$ cat config.mk
export PLATFORM = sky130hd
export DESIGN_NAME = lsf_status_flags
export DESIGN_NICKNAME = d
export VERILOG_FILES = /design/src/hw/lsf_pkg.sv /design/src/hw/lsf_status_flags.sv /design/src/hw/lsf_fault_latch.sv
export SDC_FILE = /design/constraint.sdc
export NUM_CORES = 1
export LEC_CHECK = 0
export BUFFER_PORTS_ARGS = -buffer_cell sky130_fd_sc_hd__buf_2
export CORE_AREA = 2 2 44 46
export DETAILED_ROUTE_END_ITERATION = 16
export DIE_AREA = 0 0 46 48
export GPL_ROUTABILITY_DRIVEN = 0
export GPL_TIMING_DRIVEN = 0
export PLACE_DENSITY = 0.66
export SLEW_MARGIN = 20
export SYNTH_ARGS = -nofsm -noshare
export SYNTH_HDL_FRONTEND = slang
export SYNTH_SLANG_ARGS = --single-unit
export TNS_END_PERCENT = 30
$ cat constraint.sdc
create_clock -name clk -period 1 [get_ports clk]
set_clock_uncertainty 0.15 [all_clocks]
set_input_delay 0 -clock clk [delete_from_list [all_inputs] [get_ports clk]]
set_output_delay 0 -clock clk [all_outputs]
set_load 0.02 [all_outputs]
$ cat src/hw/lsf_pkg.sv
// Constants and carrier types for the LNB diagnostic status register bank.
// Assumes a register read port driven by an I2C front end elsewhere in the device.
package lsf_pkg;
  localparam logic [7:0] LSF_STATUS_ADDR = 8'h02;
  localparam logic [7:0] LSF_STATUS_RESET = 8'h29;
  localparam int LSF_BIT_TONE = 6;
  localparam int LSF_BIT_LINREG = 5;
  localparam int LSF_BIT_HOT = 4;
  localparam int LSF_BIT_TSD = 3;
  localparam int LSF_BIT_OCP = 2;
  localparam int LSF_BIT_CABLE = 1;
  localparam int LSF_BIT_VOUT = 0;

  typedef struct packed {
    logic tone_detect_in_range;
    logic linear_reg_active;
    logic die_hot_warning;
    logic thermal_shutdown_flag;
    logic overcurrent_flag;
    logic cable_good;
    logic output_voltage_in_range;
  } lsf_cond_t;

  typedef struct packed {
    logic rd;
    logic wr;
    logic [7:0] addr;
    logic [7:0] wdata;
  } lsf_req_t;
endpackage

$ cat src/hw/lsf_status_flags.sv
// Diagnostic status register bank with latched fault output.
// Assumes an I2C slave front end presents one-cycle read and write strobes with an address.
`timescale 1ns/100ps
module lsf_status_flags
(
  input wire logic clk,
  input wire logic rst,
  input lsf_pkg::lsf_cond_t cond,
  input lsf_pkg::lsf_req_t req,
  output logic [7:0] rdata,
  output logic rvalid,
  output logic fault_n
);
  import lsf_pkg::*;

  logic tone_q;
  logic linreg_q;
  logic hot_q;
  logic tsd_flag_q;
  logic ocp_flag_q;
  logic cable_q;
  logic vout_q;
  logic [7:0] status_word;
  logic [7:0] rdata_d;
  logic [7:0] rdata_q;
  logic rvalid_q;
  logic status_rd;
  logic tsd_q;
  logic ocp_q;
  logic tsd_rise;
  logic ocp_rise;
  logic fault_event;

  // Rising edge of a level against its previous sample
  function automatic logic lsf_rise(input logic now_level, input logic prev_level);
    lsf_rise = now_level && !prev_level;
  endfunction

  always_ff @(posedge clk)
  begin
    if (rst)
    begin
      tone_q <= LSF_STATUS_RESET[LSF_BIT_TONE];
    end
    else
    begin
      tone_q <= cond.tone_detect_in_range;
    end
  end

  always_ff @(posedge clk)
  begin
    if (rst)
    begin
      linreg_q <= LSF_STATUS_RESET[LSF_BIT_LINREG];
    end
    else
    begin
      linreg_q <= cond.linear_reg_active;
    end
  end

  always_ff @(posedge clk)
  begin
    if (rst)
    begin
      hot_q <= LSF_STATUS_RESET[LSF_BIT_HOT];
    end
    else
    begin
      hot_q <= cond.die_hot_warning;
    end
  end

  always_ff @(posedge clk)
  begin
    if (rst)
    begin
      tsd_flag_q <= LSF_STATUS_RESET[LSF_BIT_TSD];
    end
    else
    begin
      tsd_flag_q <= cond.thermal_shutdown_flag;
    end
  end

  always_ff @(posedge clk)
  begin
    if (rst)
    begin
      ocp_flag_q <= LSF_STATUS_RESET[LSF_BIT_OCP];
    end
    else
    begin
      ocp_flag_q <= cond.overcurrent_flag;
    end
  end

  always_ff @(posedge clk)
  begin
    if (rst)
    begin
      cable_q <= LSF_STATUS_RESET[LSF_BIT_CABLE];
    end
    else
    begin
      cable_q <= cond.cable_good;
    end
  end

  always_ff @(posedge clk)
  begin
    if (rst)
    begin
      vout_q <= LSF_STATUS_RESET[LSF_BIT_VOUT];
    end
    else
    begin
      vout_q <= cond.output_voltage_in_range;
    end
  end

  // Bit 7 held zero, writes unused
  always_comb
  begin
    status_word = 8'h00;
    status_word[LSF_BIT_TONE] = tone_q;
    status_word[LSF_BIT_LINREG] = linreg_q;
    status_word[LSF_BIT_HOT] = hot_q;
    status_word[LSF_BIT_TSD] = tsd_flag_q;
    status_word[LSF_BIT_OCP] = ocp_flag_q;
    status_word[LSF_BIT_CABLE] = cable_q;
    status_word[LSF_BIT_VOUT] = vout_q;
  end

  assign status_rd = req.rd && (req.addr == LSF_STATUS_ADDR);

  // Other addresses return zero
  always_comb
  begin
    if (status_rd)
    begin
      rdata_d = status_word;
    end
    else
    begin
      rdata_d = 8'h00;
    end
  end

  // Read data holds until the next read
  always_ff @(posedge clk)
  begin
    if (rst)
    begin
      rdata_q <= 8'h00;
    end
    else if (req.rd)
    begin
      rdata_q <= rdata_d;
    end
  end

  // Read answered one cycle later
  always_ff @(posedge clk)
  begin
    if (rst)
    begin
      rvalid_q <= 1'b0;
    end
    else
    begin
      rvalid_q <= req.rd;
    end
  end

  // Previous shutdown level
  always_ff @(posedge clk)
  begin
    if (rst)
    begin
      tsd_q <= 1'b0;
    end
    else
    begin
      tsd_q <= cond.thermal_shutdown_flag;
    end
  end

  // Previous overcurrent level
  always_ff @(posedge clk)
  begin
    if (rst)
    begin
      ocp_q <= 1'b0;
    end
    else
    begin
      ocp_q <= cond.overcurrent_flag;
    end
  end

  assign tsd_rise = lsf_rise(cond.thermal_shutdown_flag, tsd_q);
  assign ocp_rise = lsf_rise(cond.overcurrent_flag, ocp_q);
  assign fault_event = tsd_rise || ocp_rise;

  lsf_fault_latch u_latch
  (
    .clk(clk),
    .rst(rst),
    .fault_event(fault_event),
    .release_rd(status_rd),
    .fault_n(fault_n)
  );

  assign rdata = rdata_q;
  assign rvalid = rvalid_q;
endmodule

$ cat src/hw/lsf_fault_latch.sv
// Latched active-low fault indication.
// Assumes events and read pulse are synchronous to clk.
`timescale 1ns/100ps
module lsf_fault_latch
(
  input wire logic clk,
  input wire logic rst,
  input wire logic fault_event,
  input wire logic release_rd,
  output logic fault_n
);
  import lsf_pkg::*;

  logic latched_q;

  // Release on read; a new event wins
  always_ff @(posedge clk)
  begin
    if (rst)
      latched_q <= 1'b0;
    else if (fault_event)
      latched_q <= 1'b1;
    else if (release_rd)
      latched_q <= 1'b0;
  end

  assign fault_n = ~latched_q;
endmodule

==> results of run 1 <==
-- synth_stat cells, types with 2 or more instances --
| cell | count | area, sq um |
|---|---|---|
| dfxtp_1 | 17 | 340 |
| a21oi_1 | 7 | 35.0 |
| nand2_1 | 7 | 26.3 |
| nand4_1 | 7 | 43.8 |
| inv_1 | 4 | 15.0 |
| nor2_1 | 3 | 11.3 |
| nor2b_1 | 3 | 18.8 |
| or2_2 | 3 | 18.8 |
| clkbuf_1 | 2 | 7.51 |
-- cell families after synthesis --
family | Yosys count | synth area share [%]
compound gates | 10 | 9.66
buf+inv | 7 | 5.04
flops | 17 | 57.1
other cells | 1 | 0.630
simple gates | 25 | 27.5
-- critical path: stages (launching register included) --
cell,delay [ns]
dfxtp_1,0.32
inv_1,0.05
buf_4,0.15
-- power groups by stage --
stage                     Combinational [mW]  Clock [mW]  Sequential [mW]
after global placement                 0.109           0            0.721
after detailed placement               0.111           0            0.721
after CTS                              0.132       0.354            0.705
after floorplan                       0.0547           0            0.723
after global routing                   0.147       0.377            0.707
final                                  0.133       0.341            0.705
-- metrics by stage --
stage	TNS, ns	area, sq um	power, mW	cells	setup WS (ns)
after floorplan	0	596	0.778	60	0.0461
after global placement	-0.690	742	0.831	102	-0.150
after detailed placement	-0.932	742	0.832	102	-0.166
after CTS	0	838	1.19	113	0.0295
after global routing	0	841	1.23	113	0.00414
final	0	841	1.18	113	0.0591
-- timing repair --
item                                    CTS  global route
hold endpoints to repair                 16            14
setup buffers                             0             0
endpoints found under the setup margin    0             2
gates resized for setup                   0             2
-- layout make-up --
class                   count  area [sq um]  share of cell area (%)
plain buffers               3          15.0                    1.79
clock buffers               4          26.3                    3.13
inverters                   4          15.0                    1.79
multi-input cells          36           225                    26.8
flip-flops and latches     17           340                    40.5
well taps                  17          21.3                    2.53
repair buffers             32           198                    23.5
-- metal layers --
metal	GRT usage, %	vias to the layer above
met4	6.86	0
met2	16.1	19
li1	-	274
met1	12.8	219
met3	2.26	0
met5	0	-
-- sequential cells by signal (all words and copies together) (netlist names) --
signal,count
rdata,7
cable_q,1
hot_q,1
linreg_q,1
ocp_q,1
rvalid,1
tone_q,1
tsd_flag_q,1
tsd_q,1
u_latch.latched_q,1
vout_q,1
-- final timing paths --
path                                  start                        endpoint  cells past startpoint
max          u_latch.latched_q$_SDFFE_PP0P_                         fault_n                      2
min                                     rst              cable_q$_SDFF_PP0_                      2
max reg2reg  u_latch.latched_q$_SDFFE_PP0P_  u_latch.latched_q$_SDFFE_PP0P_                      3
min reg2reg           rdata[1]$_SDFFE_PP0P_           rdata[1]$_SDFFE_PP0P_                      2
==> impl_metrics.toml, run 1 <==
[run_status]
status = "complete, but fails checks"
violations = "hold timing"

[critical_path]
required_ns = 0.85
start_kind = "flop"
crit_path_max_fanout = 2
arrival_ns = 0.79
r2r_slack_ns = 0.16
critPathCaptureType = "primary output"
crit_type = "flop to primary output"

[cells_and_area]
fillers = 170
final_cell_mix = "buf_2, dfxtp_1"
antenna_cells = 0
post_route_cells_drive_above_1_share_pct = 36.5
syn2layout_area_growth_pct = 41.2
nets = 124
final_common_cell = "buf_2"
fin_util_pct = 49.8

[timing]
hold_ws_ns = -0.184
hold_viol = 14
setup-violations-final = 0
rsz0062_at_grt = "false"
fin_crit_ns = 0.941
timing.fmax_mhz = 1060
slew_viol_final = 0
final_min_period_over_clock_period_pct = 94.1

[detailed_routing]
wl_met3_um = 60
antenna_left = 0
met1_length_um = 466
topRoutingLayerUsed = "met3"
drc = 0
routed_via_density = 4.53
post_drt_wl_per_cell_um = 9.35
drt-total-wl_um = 1060
via_count = 512
drtIter0Drc = 10
dr_wl_met2_um = 531
drt-pass1-iter-count = 4

[synth]
ys_seq_area_share_pct = 57.1
ys_async_sr_fraction_pct = 0
syn_inst = 60
yosys_warnings = 0
synth_edf_count = 0
synth_ff_type = "dfxtp_1"
synth_area_sq_um = 596
synth_area_per_cell_sq_um = 9.93
synth_cell_types = 16
synth-seq-cells = 17
synth_fp_nets = 87

[clock_tree]
h-tree-depth = 1
clk_pin_slew_worst_paths_ns = 0.09
cts_hold_buf = 7
cts.sinks = 17
clk_latency_ns = 0.28
clockBufferDepth = 2
cts_tree = "done"
cts_root_buf = "clkbuf_4"
cts_buffers = 3

[power_and_ir_drop]
pwr-share-seq_pct = 59.8
p_int_uw = 924
vdd_ir_drop_max_mv = 0.640
combPwrFrac_pct = 11.3
leakagePower_nw = 0.377
clockPowerShare_pct = 28.9
power.net_switching_uw = 255
netSwitchingFraction_pct = 21.6
power.density_mw_per_mm2 = 1400

[grt]
grt_max_degree = 11
antenna_found_initial = 0
grt-ovfl-total = 0
grtUsageTotal_pct = 10.3
grt_pass1_wl_um = 1610
grt_pass1_vias = 417

[min_path]
hold_class = "primary input to flop"

[die]
die_h_um = 48
dieWidth_um = 46
core-area_sq_mm = 0.00169
placementRows = 15
floorplan.initialDensity_pct = 35.3
ios = 37
dieArea_sq_mm = 0.00221

[placement]
post-dp-hpwl_um = 798
portBuffers = 25

[job]
maxCapViolations = 0
Power figures use the tool's default switching activity.
==> run 2: changes to the inputs <==
--- a/config.mk
+++ b/config.mk
@@ -12,6 +12,7 @@
 export GPL_ROUTABILITY_DRIVEN = 0
 export GPL_TIMING_DRIVEN = 0
 export PLACE_DENSITY = 0.66
+export RECOVER_POWER = 50
 export SLEW_MARGIN = 20
 export SYNTH_ARGS = -nofsm -noshare
 export SYNTH_HDL_FRONTEND = slang
==> impl_metrics.toml, run 2 (same netlist as run 1, synthesis figures left out) <==
[grt]
antenna_found_initial = 0
grt-ovfl-total = 0
grt_max_degree = 11
grt_use_met3_pct = 2.26
grt_use_met2_pct = 16.1
grt_pass1_vias = 417
grtUsageTotal_pct = 10.3
grt_use_met1_pct = 12.8
grt_pass1_wl_um = 1610
top_usage_layer = "met2"

[cells_and_area]
design_area_sq_um = 837
post_route_cells_drive_above_1_share_pct = 33.3
largest_reg_flops = 7
fillers = 170
nets = 124
syn2layout_area_growth_pct = 40.5
antenna_cells = 0
final_common_cell = "buf_2"
final_cell_mix = "buf_2, dfxtp_1"

[timing]
timing.fmax_mhz = 1060
fin_crit_ns = 0.941
hold_ws_ns = -0.118
slew_viol_final = 0
setup-violations-final = 0
rsz0062_at_grt = "false"
fin_tns_setup_ns = 0
hold_viol = 14
final_min_period_over_clock_period_pct = 94.1

[power_and_ir_drop]
pwr-share-seq_pct = 59.9
netSwitchingFraction_pct = 21.7
fin_total_pwr_mw = 1.18
combPwrFrac_pct = 11.2
vdd_ir_drop_max_mv = 0.640
leakagePower_nw = 0.369
clockPowerShare_pct = 29.0
power.net_switching_uw = 255
p_int_uw = 923
power.density_mw_per_mm2 = 1410

[die]
dieArea_sq_mm = 0.00221
floorplan.initialDensity_pct = 35.3
placementRows = 15
die_h_um = 48
core-area_sq_mm = 0.00169
dieWidth_um = 46
ios = 37

[critical_path]
crit_path_max_fanout = 2
r2r_slack_ns = 0.16
start_kind = "flop"
required_ns = 0.85
critPathCaptureType = "primary output"
arrival_ns = 0.79
crit_type = "flop to primary output"

[placement]
portBuffers = 25
post-dp-hpwl_um = 798
dpl_cell_area_sq_um = 742

[detailed_routing]
drt-pass1-iter-count = 4
via_count = 512
drc = 0
drt-total-wl_um = 1060
antenna_left = 0
post_drt_wl_per_cell_um = 9.35
drtIter0Drc = 10
routed_via_density = 4.53

[clock_tree]
clk_latency_ns = 0.28
clockBufferDepth = 2
cts_root_buf = "clkbuf_4"
cts.sinks = 17
cts_hold_buf = 7
clk_pin_slew_worst_paths_ns = 0.09
cts_tree = "done"
postCtsSetupBuffers = 0
cts_buffers = 3
h-tree-depth = 1

[min_path]
hold_class = "primary input to flop"

[run_status]
violations = "hold timing"
status = "complete, but fails checks"

[job]
maxCapViolations = 0
[run 2: power by group through the flow]
stage / clock network, mW / logic (mW) / registers, mW
2_1_floorplan: 0 / 0.0547 / 0.723
3_3_place_gp: 0 / 0.109 / 0.721
3_5_place_dp: 0 / 0.111 / 0.721
4_1_cts: 0.354 / 0.132 / 0.705
5_1_grt: 0.377 / 0.146 / 0.707
6_report: 0.341 / 0.131 / 0.705
[run 2: repair_timing]
item,CTS,global route
resized for setup,0,2
setup endpoints to repair,0,2
endpoints found under the hold margin,16,14
[run 2: stage by stage]
step	util (%)	worst slack [ns]	instances
after floorplan	-	0.0461	60
after global placement	43.9	-0.150	102
after detailed placement	43.9	-0.166	102
after CTS	49.6	0.0295	113
after global routing	49.6	0.00414	113
final	49.6	0.0591	113
[run 2: layer usage]
metal | up-vias | routed length (um)
li1 | 274 | -
met1 | 219 | 465
met2 | 19 | 531
met3 | 0 | 60
met4 | 0 | 0
met5 | - | 0
[run 2: area by class of cell]
cell class | count | area [sq um] | share of cell area, %
Buffer | 3 | 15.0 | 1.79
Inverter | 4 | 15.0 | 1.79
Multi-Input combinational cell | 36 | 225 | 26.9
Clock buffer | 4 | 26.3 | 3.14
Timing Repair Buffer | 32 | 194 | 23.2
Sequential cell | 17 | 340 | 40.7
Tap cell | 17 | 21.3 | 2.54
[run 2: critical path, stage by stage (launching register included)]
cell and delay (ns):
dfxtp_1 0.32, inv_1 0.05, buf_4 0.15
[run 2: path summary, 6_finish.rpt]
| kind | startpoint | to | depth (start not counted) |
|---|---|---|---|
| hold reg to reg | rdata[1]$_SDFFE_PP0P_ | rdata[1]$_SDFFE_PP0P_ | 2 |
| hold / removal | rst | cable_q$_SDFF_PP0_ | 2 |
| setup / recovery | u_latch.latched_q$_SDFFE_PP0P_ | fault_n | 2 |
| setup reg to reg | u_latch.latched_q$_SDFFE_PP0P_ | u_latch.latched_q$_SDFFE_PP0P_ | 3 |
==> run 3: changes to the inputs <==
--- a/config.mk
+++ b/config.mk
@@ -5,10 +5,11 @@
 export SDC_FILE = /design/constraint.sdc
 export NUM_CORES = 1
 export LEC_CHECK = 0
+export ABC_AREA = 1
 export BUFFER_PORTS_ARGS = -buffer_cell sky130_fd_sc_hd__buf_2
-export CORE_AREA = 2 2 44 46
+export CORE_AREA = 2 2 45 47
 export DETAILED_ROUTE_END_ITERATION = 16
-export DIE_AREA = 0 0 46 48
+export DIE_AREA = 0 0 47 49
 export GPL_ROUTABILITY_DRIVEN = 0
 export GPL_TIMING_DRIVEN = 0
 export PLACE_DENSITY = 0.66
==> impl_metrics.toml, run 3 <==
[power_and_ir_drop]
vdd_ir_drop_max_mv = 0.813
leakagePower_nw = 0.448
fin_total_pwr_mw = 1.21
power.density_mw_per_mm2 = 1290

[synth]
yosys_warnings = 0
synth_area_sq_um = 637
synth.area.top_cells = "dfxtp_1, inv_1, nand2_1"
synth_cell_types = 15
synth_fp_nets = 104
ys_async_sr_fraction_pct = 0
ys_top_cells_by_count = "dfxtp_1, inv_1, nand2_1"
syn_inst = 77
synth_area_per_cell_sq_um = 8.27
synth.most_common_cell = "dfxtp_1"
synth_ff_type = "dfxtp_1"
synth_top_area_cell = "dfxtp_1"
synth_edf_count = 0
synth-seq-cells = 17
synth_top_cell_area_share_pct = 53.4
ys_seq_area_share_pct = 53.4

[grt]
grtUsageTotal_pct = 11.7
grt_max_degree = 11
grt_pass1_wl_um = 2000
grt-ovfl-total = 0
grt_pass1_vias = 531
antenna_found_initial = 0

[placement]
dp_cells = 129
post-dp-hpwl_um = 915
portBuffers = 25
place_ws_ns = 0.0578
dpl_cell_area_sq_um = 796

[clock_tree]
cts_root_buf = "clkbuf_4"
postCtsSetupBuffers = 0
clockBufferDepth = 2
cts_tree = "done"
cts.sinks = 17
cts_buffers = 3
clk_pin_slew_worst_paths_ns = 0.09
clk_latency_ns = 0.28
h-tree-depth = 1

[timing]
timing.fmax_mhz = 1030
slew_viol_final = 0
setup-violations-final = 0
final_min_period_over_clock_period_pct = 96.9
rsz0062_at_grt = "false"
worst_slack_ns = 0.0314
fin_tns_setup_ns = 0
hold_viol = 13
fin_crit_ns = 0.969
hold_ws_ns = -0.101

[cells_and_area]
final_common_cell = "buf_2"
design_area_sq_um = 935
fin_util_pct = 50.7
largest_reg_flops = 7
post_route_cells_drive_above_1_share_pct = 35.9
instances_no_fill = 144
final_cell_mix = "buf_2, dfxtp_1, inv_1"
antenna_cells = 0
nets = 145
syn2layout_area_growth_pct = 46.8

[detailed_routing]
drtIter0Drc = 2
via_count = 614
antenna_left = 0
drt-total-wl_um = 1290
routed_via_density = 4.26
drt-pass1-iter-count = 6
drc = 0
post_drt_wl_per_cell_um = 8.97

[run_status]
violations = "hold timing"
status = "complete, but fails checks"

[critical_path]
rr_worst_depth = 3
cpPeakStageDelay_ns = 0.60
arrival_ns = 0.99
cp_slowest_cell = "dlygate4sd3_1"
start_kind = "primary input"
required_ns = 1.03
critPathCaptureType = "flop"
crit_chain = "clkbuf_1 > dlygate4sd3_1 > or2_2"
crit_path_max_fanout = 3
crit_type = "primary input to flop"

[job]
maxCapViolations = 0

[die]
dieArea_sq_mm = 0.00230
dieWidth_um = 47
placementRows = 16
floorplan.initialDensity_pct = 34.6
ios = 37
core-area_sq_mm = 0.00184
die_h_um = 49

[min_path]
whs_path_depth = 4
hold_class = "primary input to flop"
[run 3: cell count changes after synthesis, moves of 2 or more]
cell     change
nand2_1      +4
a21oi_2      +3
nor2_1       +5
nor2_2       +2
nor2b_1      -3
nor2_4       +2
inv_1        +8
a21oi_1      -2
nand4_1      -7
nand3_1      +8
[run 3: path summary, 6_finish.rpt]
path / start / end / slack (ns)
worst max-delay path: rst / linreg_q$_SDFF_PP1_ / 0.03
worst min register to register: tsd_flag_q$_SDFF_PP1_ / rdata[3]$_SDFFE_PP0P_ / 0.31
worst min-delay path: req[10] / rdata[2]$_SDFFE_PP0P_ / -0.10
worst max register to register: ocp_q$_SDFF_PP0_ / u_latch.latched_q$_SDFFE_PP0P_ / 0.14
[run 3: power breakdown]
| group | switching [mW] | internal (mW) |
|---|---|---|
| Clock | 0.195 | 0.155 |
| Combinational | 0.0731 | 0.0801 |
| Sequential | 0.00687 | 0.699 |
[run 3: layer usage]
layer	track usage, %	up-vias	part of all wire (%)
li1	-	312	-
met1	13.9	278	40
met2	19.4	22	53
met3	3.33	2	6.3
met4	3.70	0	1.0
met5	0	-	0
[run 3: logic make-up after synthesis]
logic type	after synthesis	share of synthesized area, %
simple gates	35	26.9
flops	17	53.4
buf+inv	15	10.0
compound gates	9	9.04
other cells	1	0.589
[run 3: final cells by class]
cell class / instances / area, sq um
Inverter: 12 / 45.0
Buffer: 3 / 18.8
Timing Repair Buffer: 36 / 235
Clock buffer: 4 / 26.3
Tap cell: 27 / 33.8
Fill cell: 186 / 907
Sequential cell: 17 / 340
Multi-Input combinational cell: 45 / 235
[run 3: worst max-delay path, delay by kind of cell]
kind,cells,cell delay [ns]
buf+inv,2,0.70
simple gates,1,0.30
[run 3: repair_timing]
action | CTS | global route
hold endpoints to repair | 17 | 8
setup endpoints to repair | 0 | 1
hold buffers | 8 | 3
gates resized for setup | 0 | 1
